<file path="src/inc/serial_port_routing_pkg.sv">
// constants and types for the serial port routing configuration block
// assumes an axi4-lite master with 32-bit data and one aligned word per register
// Operation
// - bias select picks pin enabling mic bias
// - primary port off bit, resets 0
// - secondary port off bit, resets 1
// - gang makes secondary copy primary settings
// - chain enable selects daisy mode per port
// - chain source pick; codes 4,6,7 reserved
// - output lanes split between the two ports
// - input lanes split between the two ports
// - chain direction: output path or input path
// - reserved bits read zero, write zero
package serial_port_routing_pkg;
	// register indices as printed; byte address is four times the index
	localparam logic [7:0] BIAS_PIN_CONTROL_IDX = 8'h15;
	localparam logic [7:0] SERIAL_PORT_CONTROL_IDX = 8'h18;
	localparam logic [7:0] SERIAL_LANE_CONTROL_IDX = 8'h19;
	localparam logic [7:0] BIAS_PIN_CONTROL_RST = 8'h00;
	localparam logic [7:0] SERIAL_PORT_CONTROL_RST = 8'h40;
	localparam logic [7:0] SERIAL_LANE_CONTROL_RST = 8'h00;
	// writable bit masks; all other bits reserved
	localparam logic [7:0] BIAS_PIN_CONTROL_MASK = 8'hc0;
	localparam logic [7:0] SERIAL_PORT_CONTROL_MASK = 8'hff;
	localparam logic [7:0] SERIAL_LANE_CONTROL_MASK = 8'hf8;
	localparam logic [1:0] RESP_OKAY = 2'h0;
	localparam logic [1:0] RESP_SLVERR = 2'h2;
	localparam int ADDR_W = 12;
	localparam int IDX_LSB = 2;
	// field positions inside the three registers
	localparam int BIAS_SEL_LSB = 6;
	localparam int PRIMARY_OFF_BIT = 7;
	localparam int SECONDARY_OFF_BIT = 6;
	localparam int GANG_BIT = 5;
	localparam int CHAIN_MODE_LSB = 3;
	localparam int CHAIN_SRC_LSB = 0;
	localparam int OUT_LANE_LSB = 6;
	localparam int IN_LANE_LSB = 4;
	localparam int CHAIN_DIR_BIT = 3;
	// lane counts packed as {primary, secondary}
	localparam logic [3:0] LANES_TWO_PRIMARY = 4'h8;
	localparam logic [3:0] LANES_TWO_SECONDARY = 4'h2;
	localparam logic [3:0] LANES_ONE_EACH = 4'h5;

	typedef enum logic [1:0] {
		PIN_NONE = 2'b00,
		PIN_GENERAL_ONE = 2'b01,
		PIN_INPUT_TWO_A = 2'b10,
		PIN_INPUT_ONE_A = 2'b11
	} pin_sel_e;

	typedef enum logic [1:0] {
		CHAIN_OFF = 2'b00,
		CHAIN_PRIMARY = 2'b01,
		CHAIN_SECONDARY = 2'b10,
		CHAIN_RESERVED = 2'b11
	} chain_mode_e;

	typedef enum logic [2:0] {
		SRC_DISABLED = 3'b000,
		SRC_GENERAL_ONE = 3'b001,
		SRC_INPUT_TWO_A = 3'b010,
		SRC_INPUT_ONE_A = 3'b011,
		SRC_DATA_IN = 3'b101
	} chain_src_e;

	typedef enum logic [1:0] {
		LANES_SPLIT = 2'b00,
		LANES_PRIMARY = 2'b01,
		LANES_SECONDARY = 2'b10
	} lane_mode_e;

	// decoded routing outputs
	typedef struct packed {
		logic primary_en;
		logic secondary_en;
		logic secondary_uses_primary_cfg;
		logic [1:0] primary_out_lanes;
		logic [1:0] secondary_out_lanes;
		logic [1:0] primary_in_lanes;
		logic [1:0] secondary_in_lanes;
		logic chain_primary;
		logic chain_secondary;
		logic chain_on_input;
		logic [2:0] chain_src;
		logic [1:0] bias_pin;
	} route_s;
endpackage : serial_port_routing_pkg

</file>
<file path="src/logic/serial_port_routing_config.sv">
// register bank and routing decode for the two audio serial ports
// assumes a single 40 MHz clock and an axi4-lite master keeping one transfer of each kind open
`timescale 1ns/100ps
module serial_port_routing_config
	import serial_port_routing_pkg::*;
(
	// clock and reset
	input wire logic aclk,
	input wire logic aresetn,
	// axi4-lite write address and data
	input wire logic [ADDR_W-1:0] s_axi_awaddr,
	input wire logic s_axi_awvalid,
	output logic s_axi_awready,
	input wire logic [31:0] s_axi_wdata,
	input wire logic [3:0] s_axi_wstrb,
	input wire logic s_axi_wvalid,
	output logic s_axi_wready,
	// axi4-lite write response
	output logic [1:0] s_axi_bresp,
	output logic s_axi_bvalid,
	input wire logic s_axi_bready,
	// axi4-lite read
	input wire logic [ADDR_W-1:0] s_axi_araddr,
	input wire logic s_axi_arvalid,
	output logic s_axi_arready,
	output logic [31:0] s_axi_rdata,
	output logic [1:0] s_axi_rresp,
	output logic s_axi_rvalid,
	input wire logic s_axi_rready,
	// decoded routing
	output route_s route_q
);
	logic [7:0] bias_q;
	logic [7:0] port_q;
	logic [7:0] lane_q;
	logic [ADDR_W-1:0] awaddr_q;
	logic aw_held_q;
	logic [31:0] wdata_q;
	logic [3:0] wstrb_q;
	logic w_held_q;
	route_s route_d;

	function automatic logic [7:0] reg_index(input logic [ADDR_W-1:0] addr);
		reg_index = addr[IDX_LSB +: 8];
	endfunction : reg_index

	function automatic logic is_mapped(input logic [ADDR_W-1:0] addr);
		logic [7:0] idx;
		idx = reg_index(addr);
		is_mapped = (addr[IDX_LSB-1:0] == 2'h0) && ((idx == BIAS_PIN_CONTROL_IDX) ||
			(idx == SERIAL_PORT_CONTROL_IDX) || (idx == SERIAL_LANE_CONTROL_IDX));
	endfunction : is_mapped

	// code 3 is not masked on write, and the reserved lane code falls to split
	function automatic logic [3:0] lane_split(input logic [1:0] mode);
		case (mode)
			LANES_PRIMARY: lane_split = LANES_TWO_PRIMARY;
			LANES_SECONDARY: lane_split = LANES_TWO_SECONDARY;
			default: lane_split = LANES_ONE_EACH;
		endcase
	endfunction : lane_split

	// write channel capture, address and data in either order
	always_ff @(posedge aclk) begin
		if (!aresetn) begin
			aw_held_q <= 1'b0;
			awaddr_q <= '0;
		end else if (s_axi_awvalid && s_axi_awready) begin
			aw_held_q <= 1'b1;
			awaddr_q <= s_axi_awaddr;
		end else if (s_axi_bvalid && s_axi_bready) begin
			aw_held_q <= 1'b0;
		end
	end

	always_ff @(posedge aclk) begin
		if (!aresetn) begin
			w_held_q <= 1'b0;
			wdata_q <= '0;
			wstrb_q <= '0;
		end else if (s_axi_wvalid && s_axi_wready) begin
			w_held_q <= 1'b1;
			wdata_q <= s_axi_wdata;
			wstrb_q <= s_axi_wstrb;
		end else if (s_axi_bvalid && s_axi_bready) begin
			w_held_q <= 1'b0;
		end
	end

	always_ff @(posedge aclk) begin
		if (!aresetn) begin
			s_axi_awready <= 1'b0;
			s_axi_wready <= 1'b0;
		end else begin
			s_axi_awready <= !aw_held_q && !(s_axi_awvalid && s_axi_awready) && !s_axi_bvalid;
			s_axi_wready <= !w_held_q && !(s_axi_wvalid && s_axi_wready) && !s_axi_bvalid;
		end
	end

	logic wr_go;
	assign wr_go = aw_held_q && w_held_q && !s_axi_bvalid;

	// register writes; reserved bits masked to zero
	always_ff @(posedge aclk) begin
		if (!aresetn) begin
			bias_q <= BIAS_PIN_CONTROL_RST;
			port_q <= SERIAL_PORT_CONTROL_RST;
			lane_q <= SERIAL_LANE_CONTROL_RST;
		end else if (wr_go && is_mapped(awaddr_q) && wstrb_q[0]) begin
			case (reg_index(awaddr_q))
				BIAS_PIN_CONTROL_IDX: bias_q <= wdata_q[7:0] & BIAS_PIN_CONTROL_MASK;
				SERIAL_PORT_CONTROL_IDX: port_q <= wdata_q[7:0] & SERIAL_PORT_CONTROL_MASK;
				SERIAL_LANE_CONTROL_IDX: lane_q <= wdata_q[7:0] & SERIAL_LANE_CONTROL_MASK;
				default: bias_q <= bias_q;
			endcase
		end
	end

	always_ff @(posedge aclk) begin
		if (!aresetn) begin
			s_axi_bvalid <= 1'b0;
			s_axi_bresp <= RESP_OKAY;
		end else if (wr_go) begin
			s_axi_bvalid <= 1'b1;
			s_axi_bresp <= is_mapped(awaddr_q) ? RESP_OKAY : RESP_SLVERR;
		end else if (s_axi_bready) begin
			s_axi_bvalid <= 1'b0;
		end
	end

	// read channel
	always_ff @(posedge aclk) begin
		if (!aresetn) begin
			s_axi_arready <= 1'b0;
		end else begin
			s_axi_arready <= !s_axi_rvalid && !(s_axi_arvalid && s_axi_arready);
		end
	end

	always_ff @(posedge aclk) begin
		if (!aresetn) begin
			s_axi_rvalid <= 1'b0;
			s_axi_rdata <= '0;
			s_axi_rresp <= RESP_OKAY;
		end else if (s_axi_arvalid && s_axi_arready) begin
			s_axi_rvalid <= 1'b1;
			s_axi_rresp <= is_mapped(s_axi_araddr) ? RESP_OKAY : RESP_SLVERR;
			case (reg_index(s_axi_araddr))
				BIAS_PIN_CONTROL_IDX: s_axi_rdata <= {24'h000000, bias_q};
				SERIAL_PORT_CONTROL_IDX: s_axi_rdata <= {24'h000000, port_q};
				SERIAL_LANE_CONTROL_IDX: s_axi_rdata <= {24'h000000, lane_q};
				default: s_axi_rdata <= 32'h00000000;
			endcase
			if (!is_mapped(s_axi_araddr)) begin
				s_axi_rdata <= 32'h00000000;
			end
		end else if (s_axi_rready) begin
			s_axi_rvalid <= 1'b0;
		end
	end

	// routing decode
	always_comb begin
		logic [3:0] outs;
		logic [3:0] ins;
		chain_mode_e chain;
		outs = lane_split(lane_q[OUT_LANE_LSB +: 2]);
		ins = lane_split(lane_q[IN_LANE_LSB +: 2]);
		chain = chain_mode_e'(port_q[CHAIN_MODE_LSB +: 2]);
		route_d = '0;
		route_d.bias_pin = bias_q[BIAS_SEL_LSB +: 2];
		route_d.primary_en = !port_q[PRIMARY_OFF_BIT] && (chain != CHAIN_SECONDARY);
		route_d.secondary_en = !port_q[SECONDARY_OFF_BIT] && (chain != CHAIN_PRIMARY);
		route_d.secondary_uses_primary_cfg = port_q[GANG_BIT];
		route_d.chain_primary = (chain == CHAIN_PRIMARY);
		route_d.chain_secondary = (chain == CHAIN_SECONDARY);
		route_d.chain_on_input = lane_q[CHAIN_DIR_BIT];
		case (port_q[CHAIN_SRC_LSB +: 3])
			SRC_GENERAL_ONE, SRC_INPUT_TWO_A, SRC_INPUT_ONE_A, SRC_DATA_IN: begin
				route_d.chain_src = port_q[CHAIN_SRC_LSB +: 3];
			end
			default: route_d.chain_src = SRC_DISABLED;
		endcase
		if (chain != CHAIN_OFF) begin
			// chaining leaves each enabled port with one output and one input
			outs = LANES_ONE_EACH;
			ins = LANES_ONE_EACH;
		end
		route_d.primary_out_lanes = outs[3:2];
		route_d.secondary_out_lanes = outs[1:0];
		route_d.primary_in_lanes = ins[3:2];
		route_d.secondary_in_lanes = ins[1:0];
		if (!route_d.primary_en) begin
			route_d.primary_out_lanes = 2'h0;
			route_d.primary_in_lanes = 2'h0;
		end
		if (!route_d.secondary_en) begin
			route_d.secondary_out_lanes = 2'h0;
			route_d.secondary_in_lanes = 2'h0;
		end
	end

	always_ff @(posedge aclk) begin
		if (!aresetn) begin
			route_q <= '0;
		end else begin
			route_q <= route_d;
		end
	end
endmodule : serial_port_routing_config

</file>
<file path="config.mk">
export PLATFORM = sky130hd
export DESIGN_NAME = serial_port_routing_config
export DESIGN_NICKNAME = d
export VERILOG_FILES = /design/src/inc/serial_port_routing_pkg.sv /design/src/logic/serial_port_routing_config.sv
export SDC_FILE = /design/constraint.sdc
export NUM_CORES = 1
export LEC_CHECK = 0
export ABC_AREA = 1
export ABC_CLOCK_PERIOD_IN_PS = 1310
export BUFFER_PORTS_ARGS = -buffer_cell sky130_fd_sc_hd__buf_2
export CORE_MARGIN = 2
export CORE_UTILIZATION = 42
export DETAILED_ROUTE_END_ITERATION = 16
export HOLD_SLACK_MARGIN = 0.03
export PLACE_DENSITY = 0.77
export SYNTH_ARGS = -nofsm -noshare
export SYNTH_HDL_FRONTEND = slang
export SYNTH_SLANG_ARGS = --single-unit
</file>
<file path="constraint.sdc">
create_clock -name aclk -period 1.31 [get_ports aclk]
set_clock_uncertainty 0.2 [all_clocks]
set_input_delay 0.0655 -clock aclk [delete_from_list [all_inputs] [get_ports aclk]]
set_output_delay 0.0655 -clock aclk [all_outputs]
set_load 0.03 [all_outputs]
</file>
==> summary.txt, run 1 <==
Setup path
  – Crit start category: flop
  – Critical path class: flop to flop
  – CP bufs+invs: 2
  – Slowest stage cell on the critical path: dfxtp_2
  – Critical Path Source: awaddr_q[8]
  – CP Max Fanout: 10
  – CP Cell Sequence: inv_2, nand2_2, nor2_4, nand2_2, nand3_4, buf_12, nand4_4, nor2_1, nor2_1
  – Worst r2r src: awaddr_q[8]
  – Worst path required time: 1.35 ns
  – Crit-path max cell delay: between 0.3 and 0.4 ns
  – Critical Path Sink Type: flop
  – WP data arrival: around 1.7 ns
  – Top delay family on crit path: simple AND/OR/NAND/NOR gates

Flow run
  – Max cap viols: 0

Yosys
  – Seq cells post-synth: 70
  – Async S/R FF share, synth: 0%
  – Unique masters post-synth: 27
  – Synth top area share: 48.4%
  – Post-synth EDFFs: 0
  – Synth warn: 0
  – Most common cell in the netlist: nand2_1
  – Mean Syn Cell Area: 7.50 um2
  – Area leader, netlist: dfxtp_1
  – Post-synthesis sequential area ratio: 48.4%
  – Post-synth top flop: dfxtp_1
  – Most instantiated cells after synthesis: nand2_1, dfxtp_1, nor2_1
  – Cell Area, Synth: 2900 um2
  – Ranking of synthesized cells by area: dfxtp_1, nand2_1, nor2_1
  – Post-Synthesis Cells: 386

Cells and area
  – N_diodes: 0
  – Register area: 1410 um2
  – Footprint of the multi-input gates: 1280 um2
  – Layout cells sized above 1: 32.2%
  – Nets: 588
  – Post-route cell area: ~4100 um2
  – Fillers: between 500 and 600
  – Area delta synth->final: 43.1%
  – Final Util: between 60% and 70%

Routing
  – Final ANT Viol Nets: 0
  – Iteration-0 DRC Markers: 152
  – WL/cell: between 10 and 15 um
  – Drt total wl: 6990 um
  – DR vias/cell: 4.57
  – Initial DRT Pass Iterations: 4
  – # DRC: 0
  – Via count: around 2,800

Clock tree
  – Cts hold-fix bufs: 31
  – Latest clock arrival within the worst-skew pair: 0.35 ns
  – H-tree depth: 3
  – Clk slew on worst S/H paths: approximately 0.07 ns
  – CTS Buffer Depth: 2
  – CTS Buf Count: 9
  – CTS tree: yes
  – Root buf cell: clkbuf_8
  – Clk sinks: 70

Worst hold path
  – Hold Path Class: input port to flop
  – Worst Hold Launch: aresetn

Floorplan
  – Die width: 87.0 um
  – Core Rows: 30
  – Initial Util: between 40 and 50%
  – Core area: roughly 6700 um2
  – Die Y: 87.0 um
  – Die area: 7580 um2
  – Top Ports: 127

Global routing
  – Vias in the first global route: about 2,600
  – Met3 Usage GRT: 6.16%
  – Gr ovfl total: 0
  – Met2 usage: 32.1%
  – GR peak layer: met2
  – Grt met1 use: 24.6%
  – Global-route usage over all layers: 20.0%
  – First-pass GRT wire length: around 12,000 um
  – Largest net degree at the start of global routing: 23
  – Initial antenna violation count: 0

Pwr
  – Total power: between 4000 and 5000 uW
  – Static leakage: roughly 0.0022 uW
  – Peak VDD IR: slightly above 0.7 mV
  – Pwr/cell area: about 1200 nW/um2

STA
  – Setup total negative slack: -4.68 ns
  – Fmax: 612 MHz
  – Final period util: 125%
  – Hold Vio Cnt, Final: 4
  – Minimum clock period: 1.63 ns
  – Final-report max-slew violation count: 0
  – Fin worst setup slack: -0.323 ns
  – RSZ-0062 raised after global routing: yes
  – Final setup viols: 16
  – Worst hold slack: -0.0262 ns

Status
  – Failing checks: hold timing, setup timing
  – Outcome: finished with violations

Placed design
  – GP Congestion: around 0.8
  – Placed Area: approximately 3400 um2
  – Port bufs: 69
  – Setup WS pre-CTS: -0.284 ns
  – Post-DP HPWL: 4500 um
[report_power, final]
group	leakage [uW]	internal, uW	switching, uW	total, uW
clock	0.000126	1310	794	2110
combinational	0.00147	216	331	547
sequential	0.000573	2200	54.9	2250
total	0.00217	3720	1180	4900
[per-layer routing]
metal / share of wire, % / wire (um)
met1: 44 / 3060
met5: 0 / 0
met2: 48 / 3340
met3: 6.0 / 417
met4: 2.4 / 165
[cells by family (layout without fill, tap and decap cells)]
kind of cell | count (synthesis) | in the layout | share of synthesized area, %
flops | 70 | 70 | 48.4
buf+inv | 83 | 193 | 14.9
simple gates | 185 | 186 | 27.3
other cells | 1 | 26 | 0.129
compound gates | 43 | 43 | 7.65
fa+ha+maj | 4 | 4 | 1.73
[cell usage in the layout, fill, tap and decap left out, types with 2 or more instances in the layout]
cell type	synthesis	routed
a21oi_1	16	16
buf_12	0	3
buf_2	3	69
buf_4	26	25
bufinv_16	0	3
clkbuf_8	1	10
clkinv_2	0	2
conb_1	1	26
dfxtp_1	70	62
dfxtp_2	0	7
dlygate4sd3_1	0	31
ha_1	4	4
inv_1	47	36
inv_2	0	10
nand2_1	92	78
nand2_2	0	13
nand3_1	8	8
nand3_4	0	2
nand4_4	1	3
nor2_1	65	59
nor2_2	2	6
nor2_4	0	2
nor3_1	9	7
nor3_2	2	4
o21ai_0	24	23
[cell type report]
type	instances	share of cell area (%)
flip-flops and latches	70	34.1
multi-input cells	259	31.0
repair buffers	129	22.1
inverters	48	4.50
clock buffers	10	3.32
clock inverters	6	2.63
well taps	80	2.41
[metrics by stage]
| stage | cells | hold WS (ns) |
|---|---|---|
| after global routing | 602 | -0.0122 |
| after floorplan | 411 | 0.0244 |
| final | 602 | -0.0262 |
| after global placement | 548 | 0.115 |
| after detailed placement | 548 | 0.119 |
| after CTS | 601 | -0.0409 |
[flip-flops by register name (all words and copies together), names as in the netlist, 2 cells and up]
register / count
route_q: 19
awaddr_q: 10
port_q: 8
s_axi_rdata: 8
wdata_q: 8
lane_q: 5
bias_q: 2
[what timing repair did]
item	in CTS	in global routing
hold endpoints to repair	44	9
buffers inserted	5	1
pin swaps	14	11
endpoints found under the setup margin	24	37
gates resized for setup	22	27
cloned	1	0
[worst paths after layout]
path	end	depth (start not counted)	slack, ns
worst max-delay path	lane_q[6]	9	-0.32
worst min-delay path	bias_q[7]	4	-0.03
worst max register to register	lane_q[6]	9	-0.32
worst min register to register	s_axi_rdata[7]	2	0.25
[worst reg2reg max path, delay by kind of cell (launching register included)]
family	cells	cell delay [ns]
flops	1	0.32
simple gates	7	0.82
buf+inv	2	0.18
No activity file was read; power rests on OpenSTA's default activity.
==> run 2, diff against run 1 <==
--- a/config.mk
+++ b/config.mk
@@ -6,7 +6,7 @@
 export NUM_CORES = 1
 export LEC_CHECK = 0
 export ABC_AREA = 1
-export ABC_CLOCK_PERIOD_IN_PS = 1310
+export ABC_CLOCK_PERIOD_IN_PS = 1450
 export BUFFER_PORTS_ARGS = -buffer_cell sky130_fd_sc_hd__buf_2
 export CORE_MARGIN = 2
 export CORE_UTILIZATION = 42
==> constraint.sdc (replaced) <==
create_clock -name aclk -period 1.45 [get_ports aclk]
set_clock_uncertainty 0.2 [all_clocks]
set_input_delay 0.0725 -clock aclk [delete_from_list [all_inputs] [get_ports aclk]]
set_output_delay 0.0725 -clock aclk [all_outputs]
set_load 0.03 [all_outputs]
==> summary.txt, run 2 (same netlist as run 1, synthesis figures left out) <==
Status
  – Outcome: finished with violations
  – Failing checks: hold timing, setup timing

Clock tree
  – H-tree depth: 3
  – CTS Buffer Depth: 2
  – CTS tree: yes
  – CTS Buf Count: 9
  – Root buf cell: clkbuf_8
  – Latest clock arrival within the worst-skew pair: 0.35 ns
  – Cts hold-fix bufs: 30
  – Clk sinks: 70
  – Clk slew on worst S/H paths: 0.08 ns

Placed design
  – Placed Area: 3330 um2
  – Placed cells: 544
  – Post-DP HPWL: 4340 um
  – GP Congestion: between 0.8 and 0.9
  – Setup WS pre-CTS: -0.203 ns
  – Port bufs: 69

Global routing
  – Global-route usage over all layers: 18.8%
  – Vias in the first global route: between 2,000 and 3,000
  – GR peak layer: met2
  – Grt met1 use: 22.2%
  – Largest net degree at the start of global routing: 35
  – First-pass GRT wire length: 11,000 um
  – Gr ovfl total: 0
  – Initial antenna violation count: 0
  – Met2 usage: 31.2%
  – Met3 Usage GRT: under 10%

STA
  – Hold Vio Cnt, Final: 9
  – Slew margin rel.: between 60 and 70%
  – Fin worst setup slack: -0.234 ns
  – Worst-margin pin slew: 0.505 ns
  – Fmax: about 590 MHz
  – Final period util: 116%
  – RSZ-0062 raised after global routing: yes
  – Final-report max-slew violation count: 0
  – Worst hold slack: -0.166 ns
  – Minimum clock period: 1.68 ns
  – Setup total negative slack: -2.69 ns
  – Final setup viols: 16

Routing
  – Initial DRT Pass Iterations: 4
  – DR vias/cell: around 4.5
  – Iteration-0 DRC Markers: 216
  – Via count: 2,742
  – WL/cell: 11.9 um
  – Drt total wl: roughly 7200 um
  – Final ANT Viol Nets: 0
  – # DRC: 0

Floorplan
  – Die area: 7580 um2
  – Initial Util: 43.1%
  – Die width: 87.0 um
  – Top Ports: about 130
  – Die Y: 87.0 um
  – Core Rows: 30
  – Core area: 6720 um2

Cells and area
  – Largest registers: route_q (19), awaddr_q (10)
  – Max reg flops: 19
  – Most frequent cells in the layout: nand2_1, buf_2, dfxtp_1
  – Final Non-Filler Cells: 604
  – Commonest non-fill, non-tap cell in the layout: nand2_1
  – N_diodes: 0
  – Post-route cell area: ~4200 um2
  – Most flop-heavy register: route_q
  – Final Util: 62.1%
  – Nets: 590
  – Layout cells sized above 1: 32.3%
  – Area delta synth->final: 44.0%
  – Fillers: 546
  – Register area: between 1000 and 1500 um2
  – Footprint of the multi-input gates: 1320 um2

Setup path
  – CP Max Fanout: 8
  – CP Cell Sequence: inv_2, nand2_2, nor2_4, nand2_2, nand3_4, buf_4, nand4_4, nand2_1, nand2_1, nor2_1
  – Crit start category: flop
  – Critical path class: flop to flop
  – Slowest stage cell on the critical path: dfxtp_2
  – Worst path required time: roughly 1.5 ns
  – WP data arrival: 1.77 ns
  – Crit-path max cell delay: roughly 0.32 ns
  – Top delay family on crit path: simple AND/OR/NAND/NOR gates
  – CP bufs+invs: 2
  – Critical Path Sink Type: flop

Pwr
  – Peak VDD IR: 0.448 mV
  – Static leakage: 0.00219 uW
  – Pwr/cell area: 1100 nW/um2

Worst hold path
  – Hold Path Class: input port to flop

Flow run
  – Max cap viols: 0
## run 2: cell types whose count changed in the layout (fill, tap and decap cells not counted), sizes merged
cell          change
dlymetal6s4s      +1
nand4             +1
buf               +2
clkinvlp          -1
bufinv            +1
dlygate4sd3       -2
## run 2: cell type report
cell class | instances | share of cell area (%)
inverters | 48 | 4.38
repair buffers | 130 | 21.5
flip-flops and latches | 70 | 33.9
well taps | 80 | 2.40
clock buffers | 10 | 3.06
multi-input cells | 260 | 31.6
clock inverters | 6 | 3.21
## run 2: where the power goes
part	switching [uW]	internal, uW
sequential	48.7	1980
combinational	301	198
clock	733	1320
## run 2: per-stage QoR
| step | power (uW) | hold WS, ns |
|---|---|---|
| 2_1_floorplan | 2370 | 0.0314 |
| 5_1_grt | 4760 | -0.144 |
| 4_1_cts | 4570 | -0.174 |
| 3_3_place_gp | 2440 | 0.123 |
| 3_5_place_dp | 2450 | 0.129 |
| 6_report | 4580 | -0.166 |
## run 2: worst register-to-register path: stages, from the launching register on
cell and delay [ns]:
dfxtp_2 0.32, inv_2 0.06, nand2_2 0.06, nor2_4 0.17, nand2_2 0.10, nand3_4 0.12
buf_4 0.14, nand4_4 0.15, nand2_1 0.13, nand2_1 0.07, nor2_1 0.11
## run 2: metal layers
metal | share of wire, % | up-vias
met5 | 0 | -
met4 | 2.9 | 0
met3 | 8.0 | 23
met2 | 48 | 124
met1 | 41 | 1183
li1 | - | 1412
## run 2: timing repair
action | 4_1_cts | 5_1_grt
cloned | 2 | 0
resized for setup | 21 | 30
setup buffers | 6 | 6
pin swaps | 11 | 14
endpoints found under the hold margin | 42 | 9
endpoints found under the setup margin | 15 | 31
## run 2: worst paths after layout
| check | from | to | slack, ns | depth (start not counted) |
|---|---|---|---|---|
| min reg2reg | s_axi_rdata[7] | s_axi_rdata[7] | 0.25 | 2 |
| min | aresetn | port_q[2] | -0.17 | 3 |
| max | awaddr_q[9] | port_q[7] | -0.23 | 10 |
| max reg2reg | awaddr_q[9] | port_q[7] | -0.23 | 10 |
